### src/design/dpsm_defs.vh
// Constants for the direction plausibility safety monitor.
`ifndef DPSM_DEFS_VH
`define DPSM_DEFS_VH
`define DPSM_SPEED_W         16
`define DPSM_SPEED_LIMIT_RST 16'h0064
`define DPSM_RAMP_TIME_US    100000
`define DPSM_CLK_MHZ         10
`define DPSM_RAMP_CYCLES     (`DPSM_RAMP_TIME_US * `DPSM_CLK_MHZ)
`define DPSM_LOSS_TIME_US    1000
`define DPSM_LOSS_CYCLES     (`DPSM_LOSS_TIME_US * `DPSM_CLK_MHZ)
`define DPSM_MOT_STILL       2'h0
`define DPSM_MOT_FWD         2'h1
`define DPSM_MOT_BWD         2'h2
`endif

### src/design/dpsm_top.v
// Direction plausibility safety monitor for a linear positioning axis.
// How it works
// - Backward motion with only backward test active keeps torque outputs on.
// - Any other pattern during backward motion latches the safe state.
// - Safe state during motion drops both torque-off outputs.
// - Safe state holds until cause gone, then reset, then separate restart.
// - Limited-speed request low with speed over limit starts a hold stop.
// - After a limited-speed stop, motion resumes only on restart command.
// - Emergency stop ramps the drive down, then removes torque.
// - Optional brake engages at standstill in the ramp-down or the safe state; reset also sets it.
// - Releasing emergency stop alone never restarts motion.
// - Losing position sensor 1 is a fault and drops the stop-request output.
// - Losing position sensor 2 is a fault and drops the stop-request output.
// - Losing the motion-monitor link is a fault and drops stop-request.
// - Losing the sensor-identifier 1 input is a fault and drops stop-request.
// - Forward motion needs only forward test active; else safe state.
// - At standstill both test signals active; else stop-request drops.
`timescale 1ns/1ps
`default_nettype none
`include "dpsm_defs.vh"
module dpsm_top #(
	parameter integer RAMP_CYCLES  = `DPSM_RAMP_CYCLES,
	parameter integer LOSS_CYCLES  = `DPSM_LOSS_CYCLES,
	parameter         BRAKE_USED   = 1'b1
) (
	input  wire                      clk_i,
	input  wire                      reset_n_i,
	input  wire                      forward_test_in_i,
	input  wire                      backward_test_in_i,
	input  wire [1:0]                motion_state_i,
	input  wire [`DPSM_SPEED_W-1:0]  speed_i,
	input  wire [`DPSM_SPEED_W-1:0]  speed_limit_i,
	input  wire                      standstill_i,
	input  wire                      limited_speed_request_n_i,
	input  wire                      estop_n_i,
	input  wire                      sensor1_alive_i,
	input  wire                      sensor2_alive_i,
	input  wire                      monitor_alive_i,
	input  wire                      sensor_id1_alive_i,
	input  wire                      fault_reset_i,
	input  wire                      restart_i,
	output wire                      torque_off_out_a_o,
	output wire                      torque_off_out_b_o,
	output wire                      stop_request_out_o,
	output wire                      ramp_down_o,
	output wire                      brake_o,
	output wire                      hold_stop_o,
	output wire                      fault_o
);
	localparam [4:0] ST_RUN   = 5'h01;
	localparam [4:0] ST_HOLD  = 5'h02;
	localparam [4:0] ST_RAMP  = 5'h04;
	localparam [4:0] ST_SAFE  = 5'h08;
	localparam [4:0] ST_ARMED = 5'h10;
	localparam integer NSYNC = 9;

	reg        rst_a_ff;
	reg        rst_b_ff;
	wire       rst_n = rst_b_ff;

	always @(posedge clk_i or negedge reset_n_i) begin
		if (!reset_n_i) begin
			rst_a_ff <= 1'b0;
			rst_b_ff <= 1'b0;
		end else begin
			rst_a_ff <= 1'b1;
			rst_b_ff <= rst_a_ff;
		end
	end

	// Every pin input passes two flip-flops before use.
	wire [NSYNC-1:0] raw = {restart_i, fault_reset_i, sensor_id1_alive_i, monitor_alive_i,
		sensor2_alive_i, sensor1_alive_i, estop_n_i, limited_speed_request_n_i, standstill_i};
	reg  [NSYNC-1:0] s1_ff;
	reg  [NSYNC-1:0] s2_ff;
	reg  [3:0]       t1_ff;
	reg  [3:0]       t2_ff;
	reg  [`DPSM_SPEED_W-1:0] sp1_ff;
	reg  [`DPSM_SPEED_W-1:0] sp2_ff;
	reg  [`DPSM_SPEED_W-1:0] lm1_ff;
	reg  [`DPSM_SPEED_W-1:0] lm2_ff;

	always @(posedge clk_i or negedge rst_n) begin
		if (!rst_n) begin
			s1_ff  <= {NSYNC{1'b0}};
			s2_ff  <= {NSYNC{1'b0}};
			t1_ff  <= 4'h0;
			t2_ff  <= 4'h0;
			sp1_ff <= {`DPSM_SPEED_W{1'b0}};
			sp2_ff <= {`DPSM_SPEED_W{1'b0}};
			lm1_ff <= `DPSM_SPEED_LIMIT_RST;
			lm2_ff <= `DPSM_SPEED_LIMIT_RST;
		end else begin
			s1_ff  <= raw;
			s2_ff  <= s1_ff;
			t1_ff  <= {forward_test_in_i, backward_test_in_i, motion_state_i};
			t2_ff  <= t1_ff;
			sp1_ff <= speed_i;
			sp2_ff <= sp1_ff;
			lm1_ff <= speed_limit_i;
			lm2_ff <= lm1_ff;
		end
	end

	wire still    = s2_ff[0];
	wire lsr_on   = ~s2_ff[1];
	wire estop_on = ~s2_ff[2];
	wire rst_cmd  = s2_ff[7];
	wire rs_cmd   = s2_ff[8];
	wire fwd      = t2_ff[3];
	wire bwd      = t2_ff[2];
	wire [1:0] mot = t2_ff[1:0];

	// Short dropouts are filtered; a link dead for the loss time is a fault.
	wire [3:0] loss_hit;
	genvar g;
	generate
		for (g = 0; g < 4; g = g + 1) begin : g_loss
			reg [31:0] cnt_ff;
			always @(posedge clk_i or negedge rst_n) begin
				if (!rst_n) begin
					cnt_ff <= 32'h0000_0000;
				end else if (s2_ff[3+g]) begin
					cnt_ff <= 32'h0000_0000;
				end else if (cnt_ff < LOSS_CYCLES) begin
					cnt_ff <= cnt_ff + 32'h0000_0001;
				end
			end
			assign loss_hit[g] = (cnt_ff >= LOSS_CYCLES);
		end
	endgenerate

	reg plaus_bad;
	always @* begin
		case (mot)
			`DPSM_MOT_BWD: plaus_bad = ~(~fwd & bwd);
			`DPSM_MOT_FWD: plaus_bad = ~(fwd & ~bwd);
			`DPSM_MOT_STILL: plaus_bad = ~(fwd & bwd);
			default: plaus_bad = 1'b1;
		endcase
	end

	wire fault_now = plaus_bad | (|loss_hit);

	reg [4:0]  st_ff;
	reg [4:0]  nxt_st;
	reg [31:0] ramp_ff;
	reg [31:0] nxt_ramp;
	reg        brake_ff;
	reg        nxt_brake;

	always @* begin
		nxt_st    = st_ff;
		nxt_ramp  = ramp_ff;
		nxt_brake = brake_ff;
		case (st_ff)
			ST_RUN: begin
				nxt_brake = 1'b0;
				if (fault_now) begin
					nxt_st = ST_SAFE;
				end else if (estop_on) begin
					nxt_st   = ST_RAMP;
					nxt_ramp = 32'h0000_0000;
				end else if (lsr_on && (sp2_ff > lm2_ff)) begin
					nxt_st = ST_HOLD;
				end
			end
			ST_HOLD: begin
				if (fault_now) begin
					nxt_st = ST_SAFE;
				end else if (estop_on) begin
					nxt_st   = ST_RAMP;
					nxt_ramp = 32'h0000_0000;
				end else if (rs_cmd && !lsr_on) begin
					nxt_st = ST_RUN;
				end
			end
			ST_RAMP: begin
				if (ramp_ff < RAMP_CYCLES) begin
					nxt_ramp = ramp_ff + 32'h0000_0001;
				end
				if (still && BRAKE_USED) begin
					nxt_brake = 1'b1;
				end
				if (still || ramp_ff >= RAMP_CYCLES) begin
					nxt_st = ST_SAFE;
				end
			end
			ST_SAFE: begin
				if (BRAKE_USED && still) begin
					nxt_brake = 1'b1;
				end
				if (rst_cmd && !fault_now && !estop_on) begin
					nxt_st = ST_ARMED;
				end
			end
			ST_ARMED: begin
				if (fault_now || estop_on) begin
					nxt_st = ST_SAFE;
				end else if (rs_cmd && !rst_cmd) begin
					nxt_st = ST_RUN;
				end
			end
			default: nxt_st = ST_SAFE;
		endcase
	end

	always @(posedge clk_i or negedge rst_n) begin
		if (!rst_n) begin
			st_ff    <= ST_SAFE;
			ramp_ff  <= 32'h0000_0000;
			brake_ff <= 1'b1;
		end else begin
			st_ff    <= nxt_st;
			ramp_ff  <= nxt_ramp;
			brake_ff <= nxt_brake;
		end
	end

	// Torque stays on during the hold and ramp stops; the safe and armed states cut it.
	// Two separate flops keep the redundant torque outputs from sharing one failure point.
	wire nxt_torque = (nxt_st == ST_RUN) || (nxt_st == ST_HOLD) || (nxt_st == ST_RAMP);
	reg  torque_a_ff;
	reg  torque_b_ff;
	reg  stopreq_ff;
	reg  fault_ff;
	always @(posedge clk_i or negedge rst_n) begin
		if (!rst_n) begin
			torque_a_ff <= 1'b0;
			torque_b_ff <= 1'b0;
			stopreq_ff  <= 1'b0;
			fault_ff    <= 1'b1;
		end else begin
			torque_a_ff <= nxt_torque;
			torque_b_ff <= nxt_torque;
			stopreq_ff  <= (nxt_st == ST_RUN) || (nxt_st == ST_HOLD);
			fault_ff    <= (nxt_st == ST_SAFE) || (nxt_st == ST_ARMED);
		end
	end

	assign torque_off_out_a_o = torque_a_ff;
	assign torque_off_out_b_o = torque_b_ff;
	assign stop_request_out_o = stopreq_ff;
	assign ramp_down_o        = (st_ff == ST_RAMP);
	assign hold_stop_o        = (st_ff == ST_HOLD);
	assign brake_o            = brake_ff;
	assign fault_o            = fault_ff;
endmodule
`default_nettype wire

### config.mk
export PLATFORM = sky130hd
export DESIGN_NAME = dpsm_top
export DESIGN_NICKNAME = d
export VERILOG_FILES = /design/src/design/dpsm_top.v
export VERILOG_INCLUDE_DIRS = /design/src /design/src/design
export SDC_FILE = /design/constraint.sdc
export NUM_CORES = 1
export LEC_CHECK = 0
export CAP_MARGIN = 10
export CORE_ASPECT_RATIO = 2
export CORE_MARGIN = 2
export CORE_UTILIZATION = 60
export DETAILED_ROUTE_END_ITERATION = 16
export DONT_BUFFER_PORTS = 1
export PLACE_DENSITY = 0.79
export SETUP_SLACK_MARGIN = 0.02
export SYNTH_ARGS = -nofsm -noshare
export SYNTH_HDL_FRONTEND = slang
export SYNTH_SLANG_ARGS = --single-unit
### constraint.sdc
create_clock -name clk_i -period 8.7 [get_ports clk_i]
set_input_delay 0.87 -clock clk_i [delete_from_list [all_inputs] [get_ports clk_i]]
set_output_delay 0.87 -clock clk_i [all_outputs]
set_load 0.02 [all_outputs]
======== Yosys cells after proc, flatten, opt, wreduce, memory -nomap -nowiden ========
Cells that the tools add are included.
operators by class
  add/sub/neg operators ................... 5
  $mul .................................... 0
  div/mod/pow operators ................... 0
  order comparisons ....................... 11
  equal/unequal tests ..................... 16
  shift operators ......................... 0
  muxes and demuxes ....................... 26
  bitwise gates (word level) .............. 11
  reductions and logical operators ........ 24
operator list
  kind                                                   count
  2-to-1 mux 32 bit                                      11
  adder 32 x 1 -> 32 bit, second input constant          5
  >= comparator 32 x 14 -> 1 bit, second input constant  4
  < comparator 32 x 14 -> 1 bit, second input constant   4
  one-hot mux 32 bit (2 select lines)                    1
  2-to-1 mux 5 bit                                       10
  >= comparator 32 x 20 -> 1 bit, second input constant  1
  < comparator 32 x 20 -> 1 bit, second input constant   1
  one-hot mux 5 bit (5 select lines)                     1
  greater-than comparator 16 bit                         1
  nonzero test 2 bit                                     6
  equality test 5 x 1 -> 1 bit, second input constant    2
  equality test 5 x 2 -> 1 bit, second input constant    2
  equality test 5 x 3 -> 1 bit, second input constant    2
  equality test 5 x 4 -> 1 bit, second input constant    2
  equality test 5 bit, second input constant             2
  NOT 1 bit                                              7
  logical AND 1 bit                                      5
  logical OR 1 bit                                       5
  != test 2 x 1 -> 1 bit, second input constant          2
  != test 2 bit, second input constant                   2
  AND reduction 4 bit                                    1
  OR reduction 2 bit                                     2
  OR reduction 4 bit                                     1
  10 further kinds                                       13
word-level totals
  flip-flop bits (word level) ............. 261
  bits in latches ......................... 0
  memory bits (writable) .................. 0
  bits in read-only memories .............. 0
  input port bits ......................... 47
  memories ................................ 0

======== Longest topological paths before layout ========
Gate-level depths: netlist of the first run.
  word-level depth ........................ 13
  depth in mapped cells ................... 10
  depth with buffers taken out ............ 9

======== Worst setup path after synthesis of the first run ========
No wires, ideal clock.
  path type ............................... register to register
  start ................................... register g_loss[2].cnt_ff[11]
  end ..................................... register ramp_ff[13]
  arrival time ............................ 2.034 ns
  required time ........................... 8.581 ns
  path slack .............................. 6.548 ns
  cell stages (with the launch flop) ...... 9
  cell sequence ........................... dfrtp_1 > or4_4 > o221a_2 > nor3_4 > and2_4 > and3_1 > buf_2 > buf_4 > nor2_1
between the ends
  longest elaborated chain between the ends .. 5
ends and longest elaborated chain
  what                                  line            text
  start, declared                       dpsm_top.v:119  reg [31:0] cnt_ff;
  start signal, assigned                dpsm_top.v:126  cnt_ff <= cnt_ff + 32'h0000_0001;
  >= comparator 32 x 14 -> 1 bit        dpsm_top.v:129  assign loss_hit[g] = (cnt_ff >= LOSS_CYCLES);
  OR reduction 4 bit                    dpsm_top.v:143  wire fault_now = plaus_bad | (|loss_hit);
  OR 1 bit                              dpsm_top.v:143
  != test 2 bit (no source line)        --
  AND reduction 4 bit (no source line)  --
  end signal, assigned                  dpsm_top.v:215  ramp_ff <= nxt_ramp;
  end, declared                         dpsm_top.v:147  reg [31:0] ramp_ff;
No other way between the ends.
A chain may end at the register's enable or synchronous reset.

======== Worst setup path in the final report of the first run ========
  start ................................... register g_loss[2].cnt_ff[11]
  end ..................................... register ramp_ff[7]
Same word-level chain as after synthesis.

==> results of run 1 <==
-- sequential cells by signal, indices dropped and copies added (netlist names) --
signal and flops:
g_loss.cnt_ff 128, fault_o 1, brake_o 1, rst_a_ff 1, t1_ff 4, rst_b_ff 1
ramp_ff 32, sp1_ff 16, torque_off_out_b_o 1, stop_request_out_o 1, lm2_ff 16, s1_ff 9
lm1_ff 16, st_ff 5, t2_ff 4, s2_ff 9, sp2_ff 16
-- cells by family after synthesis --
group | after synthesis | synth area share [%]
AO/OA/AOI/OAI | 81 | 5.18
XOR/XNOR | 58 | 4.86
adder cells (fa/ha/maj) | 26 | 3.11
buffers and inverters | 64 | 2.54
flip-flops | 261 | 62.6
multiplexers | 1 | 0.0957
other | 1 | 0.0359
AND/OR/NAND/NOR | 409 | 21.6
-- layer usage --
layer / share of wire [%] / vias to the layer above / GRT usage, %
met5: 0.12 / - / 0
met4: 3.3 / 4 / 7.69
met3: 3.1 / 53 / 2.90
met2: 54 / 107 / 38.8
met1: 39 / 3200 / 24.8
li1: - / 3091 / -
-- placed cells by master (no fill, tap or decap), types with 23 or more instances in the layout --
cell type	synthesis	final
clkbuf_16	0	23
and3_1	23	23
xor2_1	43	43
nand2_1	54	54
inv_1	38	38
ha_1	26	26
nor2_1	96	96
nor2b_1	67	67
nand3_1	37	37
nor4_1	26	26
nand4_1	29	29
a21oi_1	24	24
dfrtp_1	252	251
-- synthesized netlist by cell type (all sizes together), types with 3 or more instances --
cell | n | area [µm²]
nor2b | 67 | 419
a21oi | 25 | 129
nor4b | 3 | 41.3
or3 | 9 | 56.3
buf | 9 | 58.8
nor4 | 27 | 175
a31oi | 9 | 56.3
a21o | 8 | 60.1
o21ai | 15 | 75.1
inv | 38 | 143
nand4 | 30 | 203
o31ai | 4 | 30.0
nor3 | 22 | 158
nand3 | 37 | 185
dfrtp | 252 | 6310
clkbuf | 17 | 63.8
ha | 26 | 325
dfstp | 9 | 236
and3 | 23 | 144
xor2 | 43 | 377
nand2 | 54 | 203
or4 | 4 | 37.5
a41oi | 4 | 35.0
nor2 | 97 | 367
and2 | 16 | 103
nor4bb | 3 | 30.0
xnor2 | 15 | 131
and4 | 12 | 105
-- through the flow --
stage	instance area (µm²)	util, %
after floorplan	10500	-
after global placement	10600	61.9
after detailed placement	10600	61.9
after CTS	11400	66.3
after global routing	11400	66.3
final	11400	66.3
-- area by class of cell --
| class | count | area (µm²) |
|---|---|---|
| diodes | 1 | 2.50 |
| clock buffers | 32 | 659 |
| clock inverters | 8 | 93.8 |
| fillers | 1292 | 5790 |
| inverters | 38 | 143 |
| multi-input cells | 576 | 3650 |
| flip-flops and latches | 261 | 6550 |
| well taps | 210 | 263 |
| repair buffers | 3 | 35.0 |
-- worst reg2reg max path, cell delays in order (launching register included) --
cell	delay [ns]
dfrtp_1	0.43
or4_4	0.55
o221a_2	0.32
nor3_4	0.36
and2_4	0.28
and3_1	0.54
a21o_1	0.15
a31oi_1	0.07
-- path summary, 6_finish.rpt --
kind                                                        from                          endpoint  slack [ns]
worst max-delay path            g_loss[2].cnt_ff[11]$_DFFE_PN0P_            ramp_ff[7]$_DFFE_PN0P_        5.87
worst min-delay path                                   reset_n_i                rst_a_ff$_DFF_PN0_        0.06
worst max register to register  g_loss[2].cnt_ff[11]$_DFFE_PN0P_            ramp_ff[7]$_DFFE_PN0P_        5.87
worst min register to register                s1_ff[8]$_DFF_PN0_                s2_ff[8]$_DFF_PN0_        0.34
max in group asynchronous                     rst_b_ff$_DFF_PN0_  g_loss[1].cnt_ff[20]$_DFFE_PN0P_        6.87
min in group clk_i                            s1_ff[8]$_DFF_PN0_                s2_ff[8]$_DFF_PN0_        0.34
-- power by group through the flow --
stage | Clock [µW] | Combinational [µW] | Sequential, µW
floorplan | 0 | 62.3 | 1310
global placement | 0 | 83.8 | 1310
detailed placement | 0 | 87.2 | 1310
CTS | 1030 | 88.6 | 1290
global route | 1080 | 100 | 1290
finish | 1010 | 86.3 | 1280
==> flow_metrics.env, run 1 <==
export IMPL_dieArea_um2=18600
export IMPL_status="finished, final reports clean"
export IMPL_cts_setup_buffers=0
export IMPL_grt_max_degree=207
export IMPL_swShare_pct=21.5
export IMPL_syn_nets=974
export IMPL_dr_pass1_iters=4
export IMPL_min_delay_path_class="in2async"
export IMPL_start_util_pct=60.9
export IMPL_min_period_over_period_pct=32.6
export IMPL_drc=0
export IMPL_layout_setup_ws_ns=5.87
export IMPL_cp_slowest_cell="or4_4"
export IMPL_clock_skew_ns=0.0153
export IMPL_place_ws_ns=5.86
export IMPL_routedWlPerCell_um=16.7
export IMPL_p_leak_uw=0.00532
export IMPL_syn_cell_area_um2=10500
export IMPL_portBuffers=0
export IMPL_rsz0062_at_grt="false"
export IMPL_clock_sinks=261
export IMPL_hpwl_mm=12.7
export IMPL_ff2ff_path_depth=7
export IMPL_required_ns=9.07
export IMPL_worst_slew_pin_slew_ns=1.04
export IMPL_core_area_um2=17200
export IMPL_min_period_ns=2.83
export IMPL_ys_types=61
export IMPL_grt_antenna_before_repair=2
export IMPL_grt_pass1_vias=6768
export IMPL_relSlewSlack_pct=30.4
export IMPL_async_flop_share_pct=100
export IMPL_yosys_warnings=0
export IMPL_layout_area_overhead_vs_synth_pct=8.94
export IMPL_cpLargestDelayFamily="simple AND/OR/NAND/NOR gates"
export IMPL_numCtsBuffers=22
export IMPL_worst_setup_path_start_kind="register"
export IMPL_timing_hold_violations_final=0
export IMPL_drv_slew=0
export IMPL_place_gp_congestion=0.811
export IMPL_power_frac_comb_pct=3.6
export IMPL_setup_viol=0
export IMPL_io_pins=54
export IMPL_synth_seq_cells=261
export IMPL_cts_root_buf="clkbuf_16"
export IMPL_path_class="reg2reg"
export IMPL_p_clk_share_pct=42.4
export IMPL_power_density_nw_per_um2=209
export IMPL_internal_power_uw=1870
export IMPL_path_cells="or4_4 -> o221a_2 -> nor3_4 -> and2_4 -> and3_1 -> a21o_1 -> a31oi_1"
export IMPL_fp_dieH_um=191
export IMPL_ys_flop_type="dfrtp_1"
export IMPL_cts_resized=0
export IMPL_setup_tns_ns=0
export IMPL_syn_inst=901
export IMPL_drive_above_1_share_pct=7.63
export IMPL_crit_arrival_ns=3.20
export IMPL_critPathCaptureType="register"
export IMPL_vdd_drop_max_v=0.000230
export IMPL_htree_levels=1
export IMPL_finalNonFillerCells=1129
export IMPL_drt_iter0_drc=270
export IMPL_vias=6455
export IMPL_fmax_ghz=0.353
export IMPL_path_clk_slew_ns=0.07
export IMPL_maxCapViolCount=0
export IMPL_worstPathBufferInverterCount=0
export IMPL_synth_edf_count=0
export IMPL_final_nets=975
export IMPL_cp_num_cells=7
export IMPL_drt_total_wl_mm=18.8
export IMPL_die_w_um=97.4
export IMPL_grt_overflow=0
export IMPL_fin_total_pwr_uw=2380
export IMPL_rows=68
export IMPL_avgSynthCellArea_um2=11.6
export IMPL_viasPerCell=5.72
export IMPL_holdBufCountCts=0
export IMPL_cts_tree="built"
export IMPL_seq_area_frac_synth_pct=62.6
export IMPL_place_inst=1088
export IMPL_critPathMaxFanout=16
export IMPL_clock_latency_ns=0.50
export IMPL_grtUsageTotal_pct=21.0
export IMPL_p_sw_uw=513
export IMPL_whs_ns=0.0609
export IMPL_postRouteAntennaNets=0
export IMPL_critPathMaxStageDelay_ns=0.55
export IMPL_grt_first_pass_wirelength_mm=32.2
export IMPL_power_frac_seq_pct=53.9
export IMPL_cts_buffer_depth=3
Note: power is estimated with default switching activity, not from simulation.
==> inputs of run 2 (changes only) <==
CORE_UTILIZATION = 57   (was 60)
PLACE_DENSITY = 0.78   (was 0.79)
clock period = 2.3 ns   (was 8.7 ns; I/O delays follow)
==> flow_metrics.env, run 2 (synthesized netlist as in run 1, its figures left out) <==
export IMPL_grt_overflow=0
export IMPL_fillers=1243
export IMPL_viasPerCell=5.69
export IMPL_rows=70
export IMPL_place_gp_congestion=0.859
export IMPL_finalNonFillerCells=1235
export IMPL_multi_input_area_um2=3810
export IMPL_critPathMaxFanout=4
export IMPL_grt_pass1_vias=7459
export IMPL_clock_skew_ns=0.0139
export IMPL_final_util_pct=68.9
export IMPL_crit_arrival_ns=2.68
export IMPL_routedWlPerCell_um=17.7
export IMPL_most_common_layout_cells="dfrtp_1 (251), nor2_1 (96), nor2b_1 (66)"
export IMPL_antenna_cells=0
export IMPL_fmax_ghz=0.438
export IMPL_fp_dieH_um=196
export IMPL_cts_buffer_depth=3
export IMPL_die_w_um=99.8
export IMPL_setup_viol=0
export IMPL_vias=7026
export IMPL_postRouteAntennaNets=0
export IMPL_top_register="g_loss.cnt_ff"
export IMPL_grt_max_degree=97
export IMPL_drt_total_wl_mm=21.9
export IMPL_path_clk_slew_ns=0.07
export IMPL_dieArea_um2=19500
export IMPL_seqCellArea_um2=6550
export IMPL_clock_sinks=261
export IMPL_worst_setup_path_start_kind="register"
export IMPL_numCtsBuffers=23
export IMPL_grt_antenna_before_repair=0
export IMPL_clock_latency_ns=0.52
export IMPL_dr_pass1_iters=4
export IMPL_largest_reg_flops=128
export IMPL_status="finished, final reports clean"
export IMPL_final_nets=1075
export IMPL_top_regs="g_loss.cnt_ff: 128 flops, ramp_ff: 32 flops"
export IMPL_io_pins=54
export IMPL_critPathCaptureType="register"
export IMPL_p_leak_uw=0.00584
export IMPL_min_delay_path_class="reg2async"
export IMPL_layout_setup_ws_ns=0.0143
export IMPL_required_ns=2.69
export IMPL_min_period_over_period_pct=99.4
export IMPL_start_util_pct=57.7
export IMPL_cts_root_buf="clkbuf_16"
export IMPL_ff2ff_setup_slack_ns=0.01
export IMPL_drv_slew=0
export IMPL_vdd_drop_max_v=0.000769
export IMPL_portBuffers=0
export IMPL_timing_hold_violations_final=0
export IMPL_grtUsageTotal_pct=23.2
export IMPL_drc=0
export IMPL_maxCapViolCount=0
export IMPL_grt_first_pass_wirelength_mm=36.3
export IMPL_place_ws_ns=-0.0110
export IMPL_fin_total_pwr_uw=9250
export IMPL_drive_above_1_share_pct=13.9
export IMPL_path_class="reg2reg"
export IMPL_final_common_cell="dfrtp_1"
export IMPL_cts_tree="built"
export IMPL_core_area_um2=18100
export IMPL_rsz0062_at_grt="true"
export IMPL_place_inst=1139
export IMPL_hpwl_mm=13.8
export IMPL_htree_levels=1
export IMPL_drt_iter0_drc=345
export IMPL_power_density_nw_per_um2=740
export IMPL_layout_area_overhead_vs_synth_pct=19.4
export IMPL_min_period_ns=2.29
-- run 2: cell count changes in the layout (fill, tap and decap cells not counted), moves of 2 or more --
| cell | delta |
|---|---|
| and3_1 | -2 |
| and2_4 | +2 |
| and4_1 | -2 |
| and4_4 | +2 |
| nor4_1 | -5 |
| clkinv_4 | +2 |
| dlygate4sd3_1 | +47 |
| buf_6 | +2 |
| nor4_2 | +4 |
| buf_4 | +47 |
| clkinv_2 | -4 |
| and2_1 | -2 |
| nor4bb_1 | -2 |
| buf_12 | +3 |
-- run 2: repair_timing --
item | CTS | global route
endpoints found under the hold margin | 47 | 0
hold buffers | 47 | 0
gates cloned | 0 | 0
resized for setup | 6 | 26
pin swaps | 2 | 9
setup endpoints to repair | 8 | 39
setup buffers | 1 | 6
-- run 2: layout make-up --
class / instances / share of cell area (%)
Clock inverter: 8 / 0.861
Sequential cell: 261 / 52.4
Tap cell: 216 / 2.16
Inverter: 38 / 1.14
Timing Repair Buffer: 102 / 7.53
Multi-Input combinational cell: 576 / 30.5
Clock buffer: 34 / 5.42
-- run 2: power by group --
| group | internal (µW) | leakage [µW] | switching (µW) |
|---|---|---|---|
| combinational | 195 | 0.00205 | 258 |
| sequential | 4730 | 0.00341 | 119 |
| clock | 2280 | 0.000382 | 1670 |
-- run 2: metrics by stage --
stage	instance area, µm²	hold slack (ns)	setup TNS (ns)
4_1_cts	12300	0.236	0
6_report	12500	0.230	0
2_1_floorplan	10500	-0.0656	-78.06
3_3_place_gp	11000	-0.0655	0
5_1_grt	12500	0.253	-0.176
3_5_place_dp	11000	-0.0654	-0.0110
-- run 2: path summary, 6_finish.rpt --
path                                                 start                      endpoint  cells after the start
setup / recovery           g_loss[3].cnt_ff[0]$_DFFE_PN0P_  torque_off_out_b_o$_DFF_PN0_                      9
hold / removal                          rst_b_ff$_DFF_PN0_            s2_ff[5]$_DFF_PN0_                      0
setup reg to reg           g_loss[3].cnt_ff[0]$_DFFE_PN0P_  torque_off_out_b_o$_DFF_PN0_                      9
hold reg to reg                         rst_b_ff$_DFF_PN0_            s2_ff[5]$_DFF_PN0_                      0
max in group asynchronous               rst_b_ff$_DFF_PN0_           brake_o$_DFFE_PN1P_                      1
min in group clk_i                        speed_limit_i[2]           lm1_ff[2]$_DFF_PN1_                      1
-- run 2: critical path, cell delays in order (launching register included) --
cell and delay [ns]:
dfrtp_1 0.42, inv_1 0.07, ha_1 0.15, nor4bb_2 0.26
nand4_1 0.18, and2_4 0.21, and4_4 0.19, and3_1 0.18
and4_1 0.21, o31a_1 0.27
-- run 2: layer usage --
metal,global-route usage [%],up-vias,wire length (µm)
met5,0,-,0
met4,9.13,0,837
met3,2.72,62,711
met2,43.2,146,12400
met1,26.6,3531,7910
li1,-,3287,-
==> inputs of run 3 (changes only) <==
CORE_UTILIZATION = 60   (was 57)
PLACE_DENSITY = 0.79   (was 0.78)
clock period = 2.27 ns   (was 2.3 ns; I/O delays follow)
==> flow_metrics.env, run 3 (synthesized netlist as in run 1, its figures left out) <==
export IMPL_min_delay_path_depth=1
export IMPL_p_clk_share_pct=44.3
export IMPL_swShare_pct=21.4
export IMPL_p_sw_uw=2070
export IMPL_viasPerCell=5.85
export IMPL_grt_pass1_vias=7737
export IMPL_top_register="g_loss.cnt_ff"
export IMPL_grt_max_degree=55
export IMPL_design_area_um2=12800
export IMPL_fmax_ghz=0.444
export IMPL_io_pins=54
export IMPL_p_leak_uw=0.00600
export IMPL_postRouteAntennaNets=0
export IMPL_layout_setup_ws_ns=0.0168
export IMPL_grt_first_pass_wirelength_mm=37.8
export IMPL_fin_total_pwr_uw=9710
export IMPL_most_common_layout_cells="dfrtp_1 (251), nor2_1 (96), buf_4 (69)"
export IMPL_clock_skew_ns=0.0119
export IMPL_relSlewSlack_pct=60.1
export IMPL_hold_end="lm1_ff[6]$_DFF_PN1_"
export IMPL_fillers=1075
export IMPL_maxCapViolCount=0
export IMPL_hpwl_mm=14.7
export IMPL_status="finished, final reports clean"
export IMPL_final_util_pct=74.7
export IMPL_power_frac_comb_pct=5.1
export IMPL_grtUsageTotal_pct=25.2
export IMPL_ff2ff_path_depth=9
export IMPL_r2r_end="torque_off_out_b_o$_DFF_PN0_"
export IMPL_path_class="reg2reg"
export IMPL_min_from="speed_limit_i[6]"
export IMPL_cts_tree="built"
export IMPL_cts_root_buf="clkbuf_16"
export IMPL_numCtsBuffers=22
export IMPL_power_density_nw_per_um2=756
export IMPL_worst_setup_path_start_kind="register"
export IMPL_drt_iter0_drc=457
export IMPL_min_period_over_period_pct=99.3
export IMPL_dr_pass1_iters=7
export IMPL_die_w_um=97.4
export IMPL_internal_power_uw=7640
export IMPL_setup_viol=0
export IMPL_top_regs="g_loss.cnt_ff: 128 flops, ramp_ff: 32 flops"
export IMPL_ff2ff_setup_slack_ns=0.02
export IMPL_critPathCaptureType="register"
export IMPL_final_nets=1095
export IMPL_drc=0
export IMPL_drive_above_1_share_pct=18.2
export IMPL_start_util_pct=60.9
export IMPL_cts_buffer_depth=3
export IMPL_grt_antenna_before_repair=0
export IMPL_reg2reg_from="g_loss[1].cnt_ff[1]$_DFFE_PN0P_"
export IMPL_critPathMaxFanout=4
export IMPL_place_ws_ns=-0.109
export IMPL_vdd_drop_max_v=0.000739
export IMPL_path_clk_slew_ns=0.07
export IMPL_layout_area_overhead_vs_synth_pct=22.7
export IMPL_crit_arrival_ns=2.64
export IMPL_power_frac_seq_pct=50.6
export IMPL_min_delay_path_class="in2reg"
export IMPL_vias=7301
export IMPL_clock_latency_ns=0.51
export IMPL_place_gp_congestion=0.871
export IMPL_whs_ns=0.262
export IMPL_largest_reg_flops=128
export IMPL_rsz0062_at_grt="true"
export IMPL_final_common_cell="dfrtp_1"
export IMPL_drt_total_wl_mm=23.5
export IMPL_place_area_um2=11100
export IMPL_rows=68
export IMPL_htree_levels=1
export IMPL_routedWlPerCell_um=18.8
export IMPL_portBuffers=0
export IMPL_grt_overflow=0
export IMPL_dieArea_um2=18600
export IMPL_clock_sinks=261
export IMPL_timing_hold_violations_final=0
export IMPL_core_area_um2=17200
export IMPL_min_period_ns=2.25
export IMPL_drv_slew=0
export IMPL_required_ns=2.66
export IMPL_fp_dieH_um=191
export IMPL_worst_slew_pin_slew_ns=0.599
==> run 3: changes by cell type in the layout (fill, tap and decap cells not counted), moves of 4 or more <==
cell / change
buf_4: +20
bufinv_16: +4
clkbuf_1: -4
nand3_1: -5
nand3_2: +4
nor3_2: +4
nor4_1: -6
nor4_2: +4
==> run 3: per-stage QoR <==
step,setup TNS (ns),std cells
2_1_floorplan,-85.56,901
3_3_place_gp,-0.314,1150
3_5_place_dp,-0.730,1150
4_1_cts,0,1237
5_1_grt,-0.918,1247
6_report,0,1248
==> run 3: area by class of cell <==
class | instances | area (µm²) | share of cell area (%)
diodes | 1 | 2.50 | 0.0195
clock buffers | 27 | 621 | 4.83
clock inverters | 12 | 216 | 1.69
inverters | 38 | 143 | 1.11
multi-input cells | 576 | 3950 | 30.8
flip-flops and latches | 261 | 6550 | 51.0
well taps | 210 | 263 | 2.05
repair buffers | 123 | 1100 | 8.54
==> run 3: worst max-delay path by stage <==
| stage | startpoint | to | slack, ns | depth (start not counted) |
|---|---|---|---|---|
| 2_1_floorplan | rst_b_ff$_DFF_PN0_ | g_loss[0].cnt_ff[0]$_DFFE_PN0P_ | -0.34 | 0 |
| 3_3_place_gp | ramp_ff[23]$_DFFE_PN0P_ | ramp_ff[12]$_DFFE_PN0P_ | -0.07 | 7 |
| 3_5_place_dp | ramp_ff[23]$_DFFE_PN0P_ | ramp_ff[12]$_DFFE_PN0P_ | -0.11 | 7 |
| 4_1_cts | g_loss[3].cnt_ff[7]$_DFFE_PN0P_ | g_loss[3].cnt_ff[10]$_DFFE_PN0P_ | 0.03 | 7 |
| 5_1_grt | g_loss[1].cnt_ff[1]$_DFFE_PN0P_ | torque_off_out_b_o$_DFF_PN0_ | -0.07 | 9 |
| 6_report | g_loss[1].cnt_ff[1]$_DFFE_PN0P_ | torque_off_out_b_o$_DFF_PN0_ | 0.02 | 9 |
==> run 3: repair_timing <==
action                     4_1_cts  5_1_grt
hold buffers                    47        0
pin swaps                        3       23
setup endpoints to repair       20       65
hold endpoints to repair        47        0
buffers inserted                 1        9
cloned                           0        1
resized for setup               15       41
==> run 3: power by group through the flow <==
stage,registers [µW],logic [µW],clock network [µW]
after global placement,4990,369,0
after detailed placement,5000,381,0
after floorplan,5010,239,0
final,4920,495,4300
after global routing,4930,551,4540
after CTS,4910,458,4340
==> run 3: per-layer routing <==
layer  wire (µm)  GRT usage, %  up-vias
met5           0             0        -
met4        1250          12.0        0
met3         875          3.48       98
met2       13000          47.4      212
met1        8350          27.7     3671
li1            -             -     3320
==> run 3: critical path: stages, from the launching register on <==
cell and delay [ns]:
dfrtp_1 0.40, inv_1 0.08, ha_1 0.16, nor4bb_4 0.19, nand4_1 0.23, and2_1 0.23, and4_4 0.20, and3_1 0.19
and4_1 0.21, o31a_1 0.26
